==> src/core/sfrb_cfg.svh <==
// Constants of the banked register block: register indices, reset values and field masks.
// Assumes an APB word address whose index bits are {bank, bank-relative offset}.
// Function
// [RULE1] An unmasked flag set while asleep is what wakes the device.
// [RULE2] Interrupt wake-up with global disable clear loads the interrupt vector.
// [RULE3] Port data writes hit the output latch; reads return the pin level.
// [RULE4] External memory mode drives ports C, D, E regardless of their registers.
// [RULE5] Unimplemented bits read as zero under every reset class.
// [RULE6] Cold and warm resets set port C and D direction to ones; wake keeps.
// [RULE7] Cold and warm resets set port E direction low nibble; latch is kept.
// [RULE8] Flag register one loads 0000 0010; warm reset keeps bit seven.
// [RULE9] Cold and warm resets clear interrupt enable one; wake keeps it.
// [RULE10] Both timer control registers clear on cold and warm reset, kept on wake.
// [RULE11] Timer, period, capture-one and duty high registers keep values on reset.
// [RULE12] Cold and warm reset clear the low bit of PWM two duty low.
// [RULE13] Each bank decodes offsets 10h to 17h; period three shares with capture one.
`ifndef SFRB_CFG_SVH
`define SFRB_CFG_SVH

// Bank numbers and offset window
`define SFRB_BANK_NONE 2'h0
`define SFRB_BANK_PORT 2'h1
`define SFRB_BANK_TMR  2'h2
`define SFRB_BANK_PWM  2'h3
`define SFRB_OFF_HI    2'h2

// Register indices, bank times 32 plus offset
`define SFRB_IDX_PCDIR {`SFRB_BANK_PORT, 5'h10}
`define SFRB_IDX_PCLAT {`SFRB_BANK_PORT, 5'h11}
`define SFRB_IDX_PDDIR {`SFRB_BANK_PORT, 5'h12}
`define SFRB_IDX_PDLAT {`SFRB_BANK_PORT, 5'h13}
`define SFRB_IDX_PEDIR {`SFRB_BANK_PORT, 5'h14}
`define SFRB_IDX_PELAT {`SFRB_BANK_PORT, 5'h15}
`define SFRB_IDX_IRQF  {`SFRB_BANK_PORT, 5'h16}
`define SFRB_IDX_IRQE  {`SFRB_BANK_PORT, 5'h17}
`define SFRB_IDX_T1    {`SFRB_BANK_TMR, 5'h10}
`define SFRB_IDX_T2    {`SFRB_BANK_TMR, 5'h11}
`define SFRB_IDX_T3L   {`SFRB_BANK_TMR, 5'h12}
`define SFRB_IDX_T3H   {`SFRB_BANK_TMR, 5'h13}
`define SFRB_IDX_P1    {`SFRB_BANK_TMR, 5'h14}
`define SFRB_IDX_P2    {`SFRB_BANK_TMR, 5'h15}
`define SFRB_IDX_P3L   {`SFRB_BANK_TMR, 5'h16}
`define SFRB_IDX_P3H   {`SFRB_BANK_TMR, 5'h17}
`define SFRB_IDX_PW1L  {`SFRB_BANK_PWM, 5'h10}
`define SFRB_IDX_PW2L  {`SFRB_BANK_PWM, 5'h11}
`define SFRB_IDX_PW1H  {`SFRB_BANK_PWM, 5'h12}
`define SFRB_IDX_PW2H  {`SFRB_BANK_PWM, 5'h13}
`define SFRB_IDX_CAPTURE_TWO_LOW  {`SFRB_BANK_PWM, 5'h14}
`define SFRB_IDX_CAPTURE_TWO_HIGH  {`SFRB_BANK_PWM, 5'h15}
`define SFRB_IDX_TC1   {`SFRB_BANK_PWM, 5'h16}
`define SFRB_IDX_TC2   {`SFRB_BANK_PWM, 5'h17}

// Reset values and field masks
`define SFRB_DIR_INIT   8'hFF
`define SFRB_PEDIR_INIT 4'hF
`define SFRB_ZERO8      8'h00
`define SFRB_IRQ1_INIT  8'h02
`define SFRB_IRQ1_KEEP  8'h80
`define SFRB_PW1L_MASK  8'hC0
`define SFRB_PW2L_MASK  8'hE0
`define SFRB_PW2L_LSB   8'h20
`define SFRB_NIB_PAD    4'h0
`define SFRB_DATA_PAD   24'h000000
`define SFRB_VECTOR     16'h0020

`endif

==> src/core/sfrb_pkg.sv <==
// Types of the banked register block: reset classes, sleep mode and state records.
// Assumes the constants of sfrb_cfg.svh for widths of the register fields.
package sfrb_pkg;

  typedef enum logic [1:0] {SFRB_RC_NONE, SFRB_RC_COLD, SFRB_RC_WARM, SFRB_RC_WAKE} sfrb_rclass_t;

  typedef enum logic {SFRB_AWAKE, SFRB_ASLEEP} sfrb_mode_t;

  typedef struct packed {
    sfrb_mode_t   mode;
    sfrb_rclass_t rclass;
    logic         vec_load;
  } sfrb_cls_state_t;

  typedef struct packed {
    logic [7:0]  pc_dir, pc_lat, pd_dir, pd_lat;
    logic [3:0]  pe_dir, pe_lat;
    logic [7:0]  irq1, ien1;
    logic [7:0]  t1, t2, t3l, t3h, p1, p2, p3l, p3h;
    logic [7:0]  pw1l, pw2l, pw1h, pw2h, capture_two_low, capture_two_high, tc1, tc2;
    logic        pready, pslverr;
    logic [31:0] prdata;
    logic        irq, vec_load;
    logic [15:0] vec_addr;
    logic [7:0]  pc_out, pc_oe, pd_out, pd_oe;
    logic [3:0]  pe_out, pe_oe;
  } sfrb_state_t;

endpackage

==> src/core/sfrb_rst_if.sv <==
// Link between the reset class unit and the register bank.
// Assumes one clock domain; all signals are levels registered by their driver.
`timescale 1ns/1ps
interface sfrb_rst_if;
  import sfrb_pkg::*;
  sfrb_rclass_t rclass;
  logic         vec_load;
  logic         irq_pending;
  modport src (output rclass, output vec_load, input irq_pending);
  modport dst (input rclass, input vec_load, output irq_pending);
endinterface

==> src/core/sfrb_rst_class.sv <==
// Reset class unit: turns reset unit requests and interrupt wake-up into class pulses.
// Assumes requests are synchronous to clk; cold requests win over warm ones.
`timescale 1ns/1ps
`include "sfrb_cfg.svh"

module sfrb_rst_class
  import sfrb_pkg::*;
(
  // Clock and reset
  input  wire logic clk,
  input  wire logic rst_n,
  // Reset unit requests
  input  wire logic por_req,
  input  wire logic bor_req,
  input  wire logic master_clear_reset_req,
  input  wire logic wdt_req,
  input  wire logic sleep_req,
  input  wire logic global_interrupt_disable,
  // Class pulses to the register bank
  sfrb_rst_if.src   rif
);

  sfrb_cls_state_t st;
  sfrb_cls_state_t next_st;

  always_comb begin
    next_st          = st;
    next_st.rclass   = SFRB_RC_NONE;
    next_st.vec_load = 1'b0;
    if (por_req || bor_req) begin
      next_st.rclass = SFRB_RC_COLD;
      next_st.mode   = SFRB_AWAKE;
    end else if (master_clear_reset_req || wdt_req) begin
      next_st.rclass = SFRB_RC_WARM;
      next_st.mode   = SFRB_AWAKE;
    end else begin
      unique case (st.mode)
        SFRB_AWAKE: begin
          if (sleep_req) begin
            next_st.mode = SFRB_ASLEEP;
          end
        end
        SFRB_ASLEEP: begin
          if (rif.irq_pending) begin // see [RULE1]
            next_st.mode     = SFRB_AWAKE;
            next_st.rclass   = SFRB_RC_WAKE;
            next_st.vec_load = ~global_interrupt_disable; // see [RULE2]
          end
        end
      endcase
    end
  end

  always_ff @(posedge clk or negedge rst_n) begin
    if (!rst_n) begin
      st <= '{mode: SFRB_AWAKE, rclass: SFRB_RC_NONE, vec_load: 1'b0};
    end else begin
      st <= next_st;
    end
  end

  assign rif.rclass   = st.rclass;
  assign rif.vec_load = st.vec_load;
endmodule // sfrb_rst_class

==> src/core/sfrb_top.sv <==
// Banked register block, banks one to three, offsets 10h to 17h, behind an APB slave.
// Assumes reset unit requests, peripheral events and pins are synchronous to clk.
//
// The APB register port was decided locally.
`timescale 1ns/1ps
`include "sfrb_cfg.svh"

module sfrb_top
  import sfrb_pkg::*;
#(
  parameter logic [15:0] VECTOR_ADDR = `SFRB_VECTOR
) (
  // Clock and reset
  input  wire logic        clk,
  input  wire logic        rst_n,
  // APB slave
  input  wire logic [8:0]  paddr,
  input  wire logic        psel,
  input  wire logic        penable,
  input  wire logic        pwrite,
  input  wire logic [31:0] pwdata,
  input  wire logic [3:0]  pstrb,
  output logic      [31:0] prdata,
  output logic             pready,
  output logic             pslverr,
  // Reset unit
  input  wire logic        por_req,
  input  wire logic        bor_req,
  input  wire logic        master_clear_reset_req,
  input  wire logic        wdt_req,
  input  wire logic        sleep_req,
  input  wire logic        global_interrupt_disable,
  // Core
  output logic             irq,
  output logic             pc_vector_load,
  output logic      [15:0] pc_vector,
  // Peripheral events and captures
  input  wire logic [7:0]  irq_events,
  input  wire logic        capture_one_mode,
  input  wire logic        capture_one_load,
  input  wire logic [15:0] capture_one_value,
  input  wire logic        capture_two_load,
  input  wire logic [15:0] capture_two_value,
  // Port pins
  input  wire logic [7:0]  port_c_in,
  output logic      [7:0]  port_c_out,
  output logic      [7:0]  port_c_oe,
  input  wire logic [7:0]  port_d_in,
  output logic      [7:0]  port_d_out,
  output logic      [7:0]  port_d_oe,
  input  wire logic [3:0]  port_e_in,
  output logic      [3:0]  port_e_out,
  output logic      [3:0]  port_e_oe,
  // External memory interface
  input  wire logic        ext_mem_mode,
  input  wire logic [7:0]  ext_c_out,
  input  wire logic [7:0]  ext_c_oe,
  input  wire logic [7:0]  ext_d_out,
  input  wire logic [7:0]  ext_d_oe,
  input  wire logic [3:0]  ext_e_out,
  input  wire logic [3:0]  ext_e_oe
);

  sfrb_state_t st;
  sfrb_state_t next_st;
  sfrb_rst_if  rif ();

  logic [6:0] idx;
  logic [1:0] bank;
  logic [4:0] off;
  logic       hit;
  logic       setup;
  logic       wr;
  logic [7:0] wdat;

  // Address decode
  assign idx   = paddr[8:2];
  assign bank  = paddr[8:7];
  assign off   = paddr[6:2];
  assign hit   = (bank != `SFRB_BANK_NONE) && (off[4:3] == `SFRB_OFF_HI); // see [RULE13]
  assign setup = psel && !penable && !st.pready;
  assign wr    = psel && penable && st.pready && pwrite && hit && pstrb[0];
  assign wdat  = pwdata[7:0];

  sfrb_rst_class u_rst_class (
    .clk       (clk),
    .rst_n     (rst_n),
    .por_req   (por_req),
    .bor_req   (bor_req),
    .master_clear_reset_req  (master_clear_reset_req),
    .wdt_req   (wdt_req),
    .sleep_req (sleep_req),
    .global_interrupt_disable    (global_interrupt_disable),
    .rif       (rif.src)
  );

  assign rif.irq_pending = st.irq;

  always_comb begin
    logic [7:0] rd;
    rd               = `SFRB_ZERO8;
    next_st          = st;
    next_st.pready   = 1'b0;
    next_st.pslverr  = 1'b0;
    next_st.vec_load = rif.vec_load; // see [RULE2]
    next_st.vec_addr = VECTOR_ADDR;

    // Read mux, upper bits of narrow registers read as zero
    case (idx) // see [RULE13]
      `SFRB_IDX_PCDIR: rd = st.pc_dir;
      `SFRB_IDX_PCLAT: rd = port_c_in; // see [RULE3]
      `SFRB_IDX_PDDIR: rd = st.pd_dir;
      `SFRB_IDX_PDLAT: rd = port_d_in; // see [RULE3]
      `SFRB_IDX_PEDIR: rd = {`SFRB_NIB_PAD, st.pe_dir}; // see [RULE5]
      `SFRB_IDX_PELAT: rd = {`SFRB_NIB_PAD, port_e_in}; // see [RULE5]
      `SFRB_IDX_IRQF:  rd = st.irq1;
      `SFRB_IDX_IRQE:  rd = st.ien1;
      `SFRB_IDX_T1:    rd = st.t1;
      `SFRB_IDX_T2:    rd = st.t2;
      `SFRB_IDX_T3L:   rd = st.t3l;
      `SFRB_IDX_T3H:   rd = st.t3h;
      `SFRB_IDX_P1:    rd = st.p1;
      `SFRB_IDX_P2:    rd = st.p2;
      `SFRB_IDX_P3L:   rd = st.p3l;
      `SFRB_IDX_P3H:   rd = st.p3h;
      `SFRB_IDX_PW1L:  rd = st.pw1l & `SFRB_PW1L_MASK; // see [RULE5]
      `SFRB_IDX_PW2L:  rd = st.pw2l & `SFRB_PW2L_MASK; // see [RULE5]
      `SFRB_IDX_PW1H:  rd = st.pw1h;
      `SFRB_IDX_PW2H:  rd = st.pw2h;
      `SFRB_IDX_CAPTURE_TWO_LOW:  rd = st.capture_two_low;
      `SFRB_IDX_CAPTURE_TWO_HIGH:  rd = st.capture_two_high;
      `SFRB_IDX_TC1:   rd = st.tc1;
      `SFRB_IDX_TC2:   rd = st.tc2;
      default:         rd = `SFRB_ZERO8;
    endcase

    // Setup phase answers in the following access cycle
    if (setup) begin
      next_st.pready  = 1'b1;
      next_st.pslverr = !hit;
      next_st.prdata  = {`SFRB_DATA_PAD, rd};
    end

    // Register writes at the completing access edge
    if (wr) begin
      case (idx) // see [RULE13]
        `SFRB_IDX_PCDIR: next_st.pc_dir = wdat;
        `SFRB_IDX_PCLAT: next_st.pc_lat = wdat;
        `SFRB_IDX_PDDIR: next_st.pd_dir = wdat;
        `SFRB_IDX_PDLAT: next_st.pd_lat = wdat;
        `SFRB_IDX_PEDIR: next_st.pe_dir = wdat[3:0];
        `SFRB_IDX_PELAT: next_st.pe_lat = wdat[3:0];
        `SFRB_IDX_IRQF:  next_st.irq1   = st.irq1 & ~wdat;
        `SFRB_IDX_IRQE:  next_st.ien1   = wdat;
        `SFRB_IDX_T1:    next_st.t1     = wdat;
        `SFRB_IDX_T2:    next_st.t2     = wdat;
        `SFRB_IDX_T3L:   next_st.t3l    = wdat;
        `SFRB_IDX_T3H:   next_st.t3h    = wdat;
        `SFRB_IDX_P1:    next_st.p1     = wdat;
        `SFRB_IDX_P2:    next_st.p2     = wdat;
        `SFRB_IDX_P3L: begin
          if (!capture_one_mode) begin
            next_st.p3l = wdat;
          end
        end
        `SFRB_IDX_P3H: begin
          if (!capture_one_mode) begin
            next_st.p3h = wdat;
          end
        end
        `SFRB_IDX_PW1L:  next_st.pw1l   = wdat & `SFRB_PW1L_MASK;
        `SFRB_IDX_PW2L:  next_st.pw2l   = wdat & `SFRB_PW2L_MASK;
        `SFRB_IDX_PW1H:  next_st.pw1h   = wdat;
        `SFRB_IDX_PW2H:  next_st.pw2h   = wdat;
        `SFRB_IDX_TC1:   next_st.tc1    = wdat;
        `SFRB_IDX_TC2:   next_st.tc2    = wdat;
        default: begin
        end
      endcase
    end

    // Peripheral events set flags; a set wins over a clear
    next_st.irq1 = next_st.irq1 | irq_events; // see [RULE1]

    // Capture loads into the shared and the read-only pairs
    if (capture_one_mode && capture_one_load) begin // see [RULE13]
      next_st.p3l = capture_one_value[7:0];
      next_st.p3h = capture_one_value[15:8];
    end
    if (capture_two_load) begin
      next_st.capture_two_low = capture_two_value[7:0];
      next_st.capture_two_high = capture_two_value[15:8];
    end

    // Reset classes; timers, periods, duty high and latches are left as they are
    unique case (rif.rclass) // see [RULE11]
      SFRB_RC_COLD, SFRB_RC_WARM: begin
        next_st.pc_dir = `SFRB_DIR_INIT; // see [RULE6]
        next_st.pd_dir = `SFRB_DIR_INIT; // see [RULE6]
        next_st.pe_dir = `SFRB_PEDIR_INIT; // see [RULE7]
        next_st.ien1   = `SFRB_ZERO8; // see [RULE9]
        next_st.tc1    = `SFRB_ZERO8; // see [RULE10]
        next_st.tc2    = `SFRB_ZERO8; // see [RULE10]
        next_st.pw2l   = st.pw2l & ~`SFRB_PW2L_LSB; // see [RULE12]
        if (rif.rclass == SFRB_RC_WARM) begin
          next_st.irq1 = (st.irq1 & `SFRB_IRQ1_KEEP) | `SFRB_IRQ1_INIT; // see [RULE8]
        end else begin
          next_st.irq1 = `SFRB_IRQ1_INIT; // see [RULE8]
        end
      end
      SFRB_RC_WAKE, SFRB_RC_NONE: begin
      end
    endcase

    // Pin drive, handed to the external memory interface when selected
    if (ext_mem_mode) begin // see [RULE4]
      next_st.pc_out = ext_c_out;
      next_st.pc_oe  = ext_c_oe;
      next_st.pd_out = ext_d_out;
      next_st.pd_oe  = ext_d_oe;
      next_st.pe_out = ext_e_out;
      next_st.pe_oe  = ext_e_oe;
    end else begin
      next_st.pc_out = next_st.pc_lat; // see [RULE3]
      next_st.pc_oe  = ~next_st.pc_dir;
      next_st.pd_out = next_st.pd_lat;
      next_st.pd_oe  = ~next_st.pd_dir;
      next_st.pe_out = next_st.pe_lat;
      next_st.pe_oe  = ~next_st.pe_dir;
    end

    // Level interrupt from unmasked flags
    next_st.irq = |(next_st.irq1 & next_st.ien1);
  end

  always_ff @(posedge clk or negedge rst_n) begin
    if (!rst_n) begin
      st        <= '0;
      st.pc_dir <= `SFRB_DIR_INIT;
      st.pd_dir <= `SFRB_DIR_INIT;
      st.pe_dir <= `SFRB_PEDIR_INIT;
      st.irq1   <= `SFRB_IRQ1_INIT;
    end else begin
      st <= next_st;
    end
  end

  // Outputs straight from the state
  assign prdata         = st.prdata;
  assign pready         = st.pready;
  assign pslverr        = st.pslverr;
  assign irq            = st.irq;
  assign pc_vector_load = st.vec_load;
  assign pc_vector      = st.vec_addr;
  assign port_c_out     = st.pc_out;
  assign port_c_oe      = st.pc_oe;
  assign port_d_out     = st.pd_out;
  assign port_d_oe      = st.pd_oe;
  assign port_e_out     = st.pe_out;
  assign port_e_oe      = st.pe_oe;
endmodule // sfrb_top

==> config.mk <==
export PLATFORM = sky130hd
export DESIGN_NAME = sfrb_top
export DESIGN_NICKNAME = d
export VERILOG_FILES = /design/src/core/sfrb_pkg.sv /design/src/core/sfrb_rst_if.sv /design/src/core/sfrb_rst_class.sv /design/src/core/sfrb_top.sv
export VERILOG_INCLUDE_DIRS = /design/src /design/src/core
export SDC_FILE = /design/constraint.sdc
export NUM_CORES = 1
export LEC_CHECK = 0
export ABC_AREA = 1
export BUFFER_PORTS_ARGS = -buffer_cell sky130_fd_sc_hd__buf_2
export CAP_MARGIN = 10
export CORE_UTILIZATION = 30
export DETAILED_ROUTE_END_ITERATION = 10
export PLACE_DENSITY_LB_ADDON = 0.12
export SETUP_SLACK_MARGIN = 0.05
export SYNTH_ARGS = -nofsm -noshare
export SYNTH_HDL_FRONTEND = slang
export SYNTH_SLANG_ARGS = --single-unit
==> constraint.sdc <==
create_clock -name clk -period 1.8 [get_ports clk]
set_input_delay 0.27 -clock clk [delete_from_list [all_inputs] [get_ports clk]]
set_output_delay 0.27 -clock clk [all_outputs]
set_load 0.05 [all_outputs]
* Word-level counts from Yosys, hierarchy flattened *
Index checks and enable logic that the tools add are counted.

storage, ports and cells
  register bits after elaboration = 230
  word-level logic and storage cells = 161

operators by class
  bitwise logic cells = 10
  muxes and demuxes = 44
  reductions and logical operators = 39
  equality and inequality tests = 28

operators by type and width
  kind                count
  $mux 8              24
  $pmux 8 s24         1
  $mux 152            1
  $eq 7x7->1 const B  16
  $mux 16             4
  $eq 7x6->1 const B  8
  $mux 40             1
  $mux 34             1
  $not 8->8           3
  $reduce_and 2->1    12
  $and 8x8->8         2
  $mux 4              4
  $reduce_bool 2->1   8
  $logic_and 1x1->1   9
  $mux 3              3
  $reduce_and 3->1    3
  $or 8x8->8          1
  $reduce_or 8->1     1
  $mux 6              1
  $eq 2x2->1 const B  2
  $not 4->4           1
  $logic_not 1->1     3
  $mux 1              3
  $not 1->1           3
  other kinds (5)     6

* Depth between registers and ports, before layout *
  depth after elaboration = 10
  gate-level depth with buffers = 13
  gate-level depth less buffers = 12

* Hierarchy *
From an unflattened synthesis, not the netlist that was laid out.

unflattened totals
  cell total of the unflattened synthesis = 1380
  area, all modules = 11040.6 um2

modules (own cells, without submodules)
  module          cells an instance  area each (um2)  times used
  sfrb_top        1355               10847.9          1
  sfrb_rst_class  25                 192.7            1

* Worst setup path before layout *
No wires, ideal clock.

  kind = reg-to-reg
  start = reg st (netlist bit pready)
  end = reg st[163] (netlist bit)
  slack = -0.159 ns
  data arrival time = 1.833 ns
  cell stages (with the launch flop) = 11
  path buffers = 1
  required time = 1.675 ns
  cells stage by stage = dfrtp_1 > nand3_1 > nor2_2 > nand2_4 > inv_4 > buf_8 > nand3_1 > nand2_2 > inv_2 > nand2_1 > nand3_1

between the ends
  cells in the longest elaborated chain, start to end = 6

RTL lines
  element                          line             source
  start: declaration               sfrb_top.sv:64   sfrb_state_t st;
  start signal: assignment         sfrb_top.sv:244  st <= next_st;
  $logic_and 1x1->1 (4 in series)  sfrb_top.sv:82   assign wr = psel && penable && st.pready && pwrite && hit && pstrb[0];
  $reduce_bool 2->1 (no line)      -
  $reduce_and 3->1 (no line)       -

No other way between the ends.
A chain may end at the register's enable or synchronous reset.

* Worst setup path after layout *
  start = reg st (netlist bit pready)
  end = reg st[180] (netlist bit)

between the ends
  cells in the longest elaborated chain, start to end = 5

RTL lines
  element                          line
  $logic_and 1x1->1 (4 in series)  sfrb_top.sv:82
  $reduce_and 2->1 (no line)       -

No other way between the ends.

==> results.ini <==
[global_routing]
busiest_layer = met2
grt_usage = 0.1973
grt_max_degree = 50
grt.overflow.total = 0
grt_pass1_wl_mm = 57.14
met3_usage = 0.03817
use_met2 = 0.3113
met1_usage = 0.2801
grt_pass1_vias = 9666
antenna_found_initial = 6

[worst_setup_path]
cp_max_fo = 8
path_class = register to register
start_kind = register
critical_path_required_ns = 2.24
critPathCaptureType = register
cp_data_arrival_time_ns = 2.15

[drt]
ant_nets = 0
post_drt_wl_per_cell_um = 17.01
drt_pass1_iterations = 5
vias_per_cell = 4.442
drtIter0Drc = 536
route.detailed.drc = 0
route.final.wire_length_mm = 37.15
vias = 9702

[yosys]
yosys_warnings = 0
synthTopCellsByCount = 523 x nand2_1, 209 x dfrtp_1, 131 x o21ai_0, 90 x buf_4, 72 x nor2_1
avgSynthCellArea_um2 = 8.173
synth_edf_count = 0
yosysSeqAreaShare = 0.5186
netlist_top_cells_area = dfrtp_1 47%, nand2_1 18%, buf_4 6.1%, o21ai_0 5.9%, dfstp_2 4.9%
synth_top_flop_cell = dfrtp_1
yosysMostFrequentCell = nand2_1
synth_area_um2 = 11150
yosysTopAreaCell = dfrtp_1
ys_ff_latch = 230
synth_cell_types = 39
async_flop_share = 1.000
postSynthCellCount = 1364
netlist.area_leader.share = 0.4691

[die]
design.die.area_um2 = 37940
num_io_pins = 252
fp.dieH_um = 194.8
start_util = 0.3045
core_um2 = 36610
fp.dieW_um = 194.8
fp-row-count = 70

[cts]
clock_sinks = 230
h-tree-depth = 1
clockBufferDepth = 3
tritoncts = yes
cts_root_buffer = clkbuf_16
cts.clk_slew.worst_paths_ns = 0.07
cts_made_buffers = 27
clkLatencyLatePin_ns = 0.56

[power]
vdd_drop_max_mv = 0.6368
cellLeakagePower_nw = 7.599
p_per_area_nw_per_um2 = 869.6

[sta]
period_share = 0.9488
slew_headroom = 0.5584
fmax_mhz = 585.5
finalMaxSlewViolations = 0
worst_hold_slack_ns = 0.03898
finalHoldViolations = 0
rsz0062_at_grt = true
layout_min_cycle_time_ns = 1.708
setup_tns_ns = 0
tightestPinTransition_ns = 0.6617
setup_viol = 0
finClkSkew_ns = 0.01366

[place]
placedCellCount = 2042
gp_congestion = 0.8317
portBuffers = 183
dpl.hpwl_mm = 27.43

[finish]
n_fill_cell = 3811
drive_gt1_frac = 0.2720
fin_cells = 2184
final_util = 0.4085
synthToLayoutAreaGrowth_pct = 34.15
nNetsFinal = 1853

[outcome]
status = completed

[flow_run]
timing.max_cap.violations = 0

[hold_path]
hold_class = input port to register

[power by group]
group	internal (W)	total, W	switching, W
Clock	0.00367	0.00596	0.00229
Sequential	0.00536	0.00545	0.0000906
Combinational	0.000545	0.00159	0.00105
Total	0.00958	0.0130	0.00343
[metrics by stage]
stage / worst slack [ns] / total power, W / area (um2)
5_1_grt: -0.006676 / 0.01355 / 14950
2_1_floorplan: 0.05945 / 0.006446 / 11300
4_1_cts: 0.04934 / 0.01319 / 14850
6_report: 0.09207 / 0.01300 / 14960
3_3_place_gp: -0.1220 / 0.006980 / 13000
3_5_place_dp: -0.1440 / 0.006985 / 13000
[critical path: stages, from the launching register on]
cell and delay (ns):
dfrtp_2 0.38, nand3_2 0.08, nor2_4 0.23, nand2_4 0.12, inv_6 0.13, buf_4 0.25, nand2_1 0.10, buf_4 0.17
nand2_1 0.06, o21ai_0 0.08
[cell usage in the layout (no fill, tap or decap), types with 40 or more instances in the layout]
cell and instances:
buf_2 182, o21ai_0 115, nand2_1 522, dlygate4sd3_1 87, dfrtp_1 208, o21ai_1 46, conb_1 40, inv_1 62
nor2_1 71, buf_4 107
[what timing repair did]
item / CTS / global route
pin swaps: 0 / 6
setup buffers: 0 / 2
gates cloned: 0 / 0
endpoints found under the hold margin: 263 / 0
gates resized for setup: 5 / 33
hold buffers: 87 / 0
endpoints found under the setup margin: 12 / 87
[area by class of cell]
| class | instances | area (um2) | share of cell area |
|---|---|---|---|
| Clock inverter | 16 | 217.7 | 0.01456 |
| Tap cell | 468 | 585.6 | 0.03915 |
| Timing Repair Buffer | 393 | 2894 | 0.1935 |
| Clock buffer | 34 | 752.0 | 0.05028 |
| Antenna cell | 3 | 7.507 | 0.0005020 |
| Multi-Input combinational cell | 970 | 4448 | 0.2974 |
| Inverter | 70 | 267.8 | 0.01790 |
| Sequential cell | 230 | 5783 | 0.3867 |
[registers in the layout, summed over array words and instances, names as in the netlist, 2 cells and up]
register	cells
port_c_out	8
port_d_out	8
port_d_oe	8
port_e_oe	4
port_c_oe	8
prdata	8
port_e_out	4
st	173
u_rst_class.rif.rclass	2
[cells by family (layout without fill, tap and decap cells)]
group | count (synthesis) | after routing | share of synthesized area
fa+ha+maj | 1 | 1 | 0.001122
buf+inv | 202 | 513 | 0.1028
other cells | 2 | 43 | 0.0006737
flops | 230 | 230 | 0.5186
mux | 9 | 9 | 0.009091
simple gates | 697 | 697 | 0.2597
compound gates | 223 | 223 | 0.1080
[worst paths after layout]
check / from / endpoint / slack [ns] / depth (start not counted)
max: pready / st[180] / 0.09 / 9
min: pwdata[7] / st[163] / 0.04 / 3
max reg2reg: pready / st[180] / 0.09 / 9
min reg2reg: u_rst_class.rif.vec_load / pc_vector_load / 0.35 / 0
max in group asynchronous: rst_n / st[120] / 0.92 / 3
min in group asynchronous: rst_n / st[165] / 0.19 / 2
[per-layer routing]
metal  up-vias  part of all wire
li1       4889                 -
met1      4523              0.48
met2       245              0.45
met3        39             0.051
met4         6             0.016
met5         -            0.0010
Power figures use the tool's default switching activity.
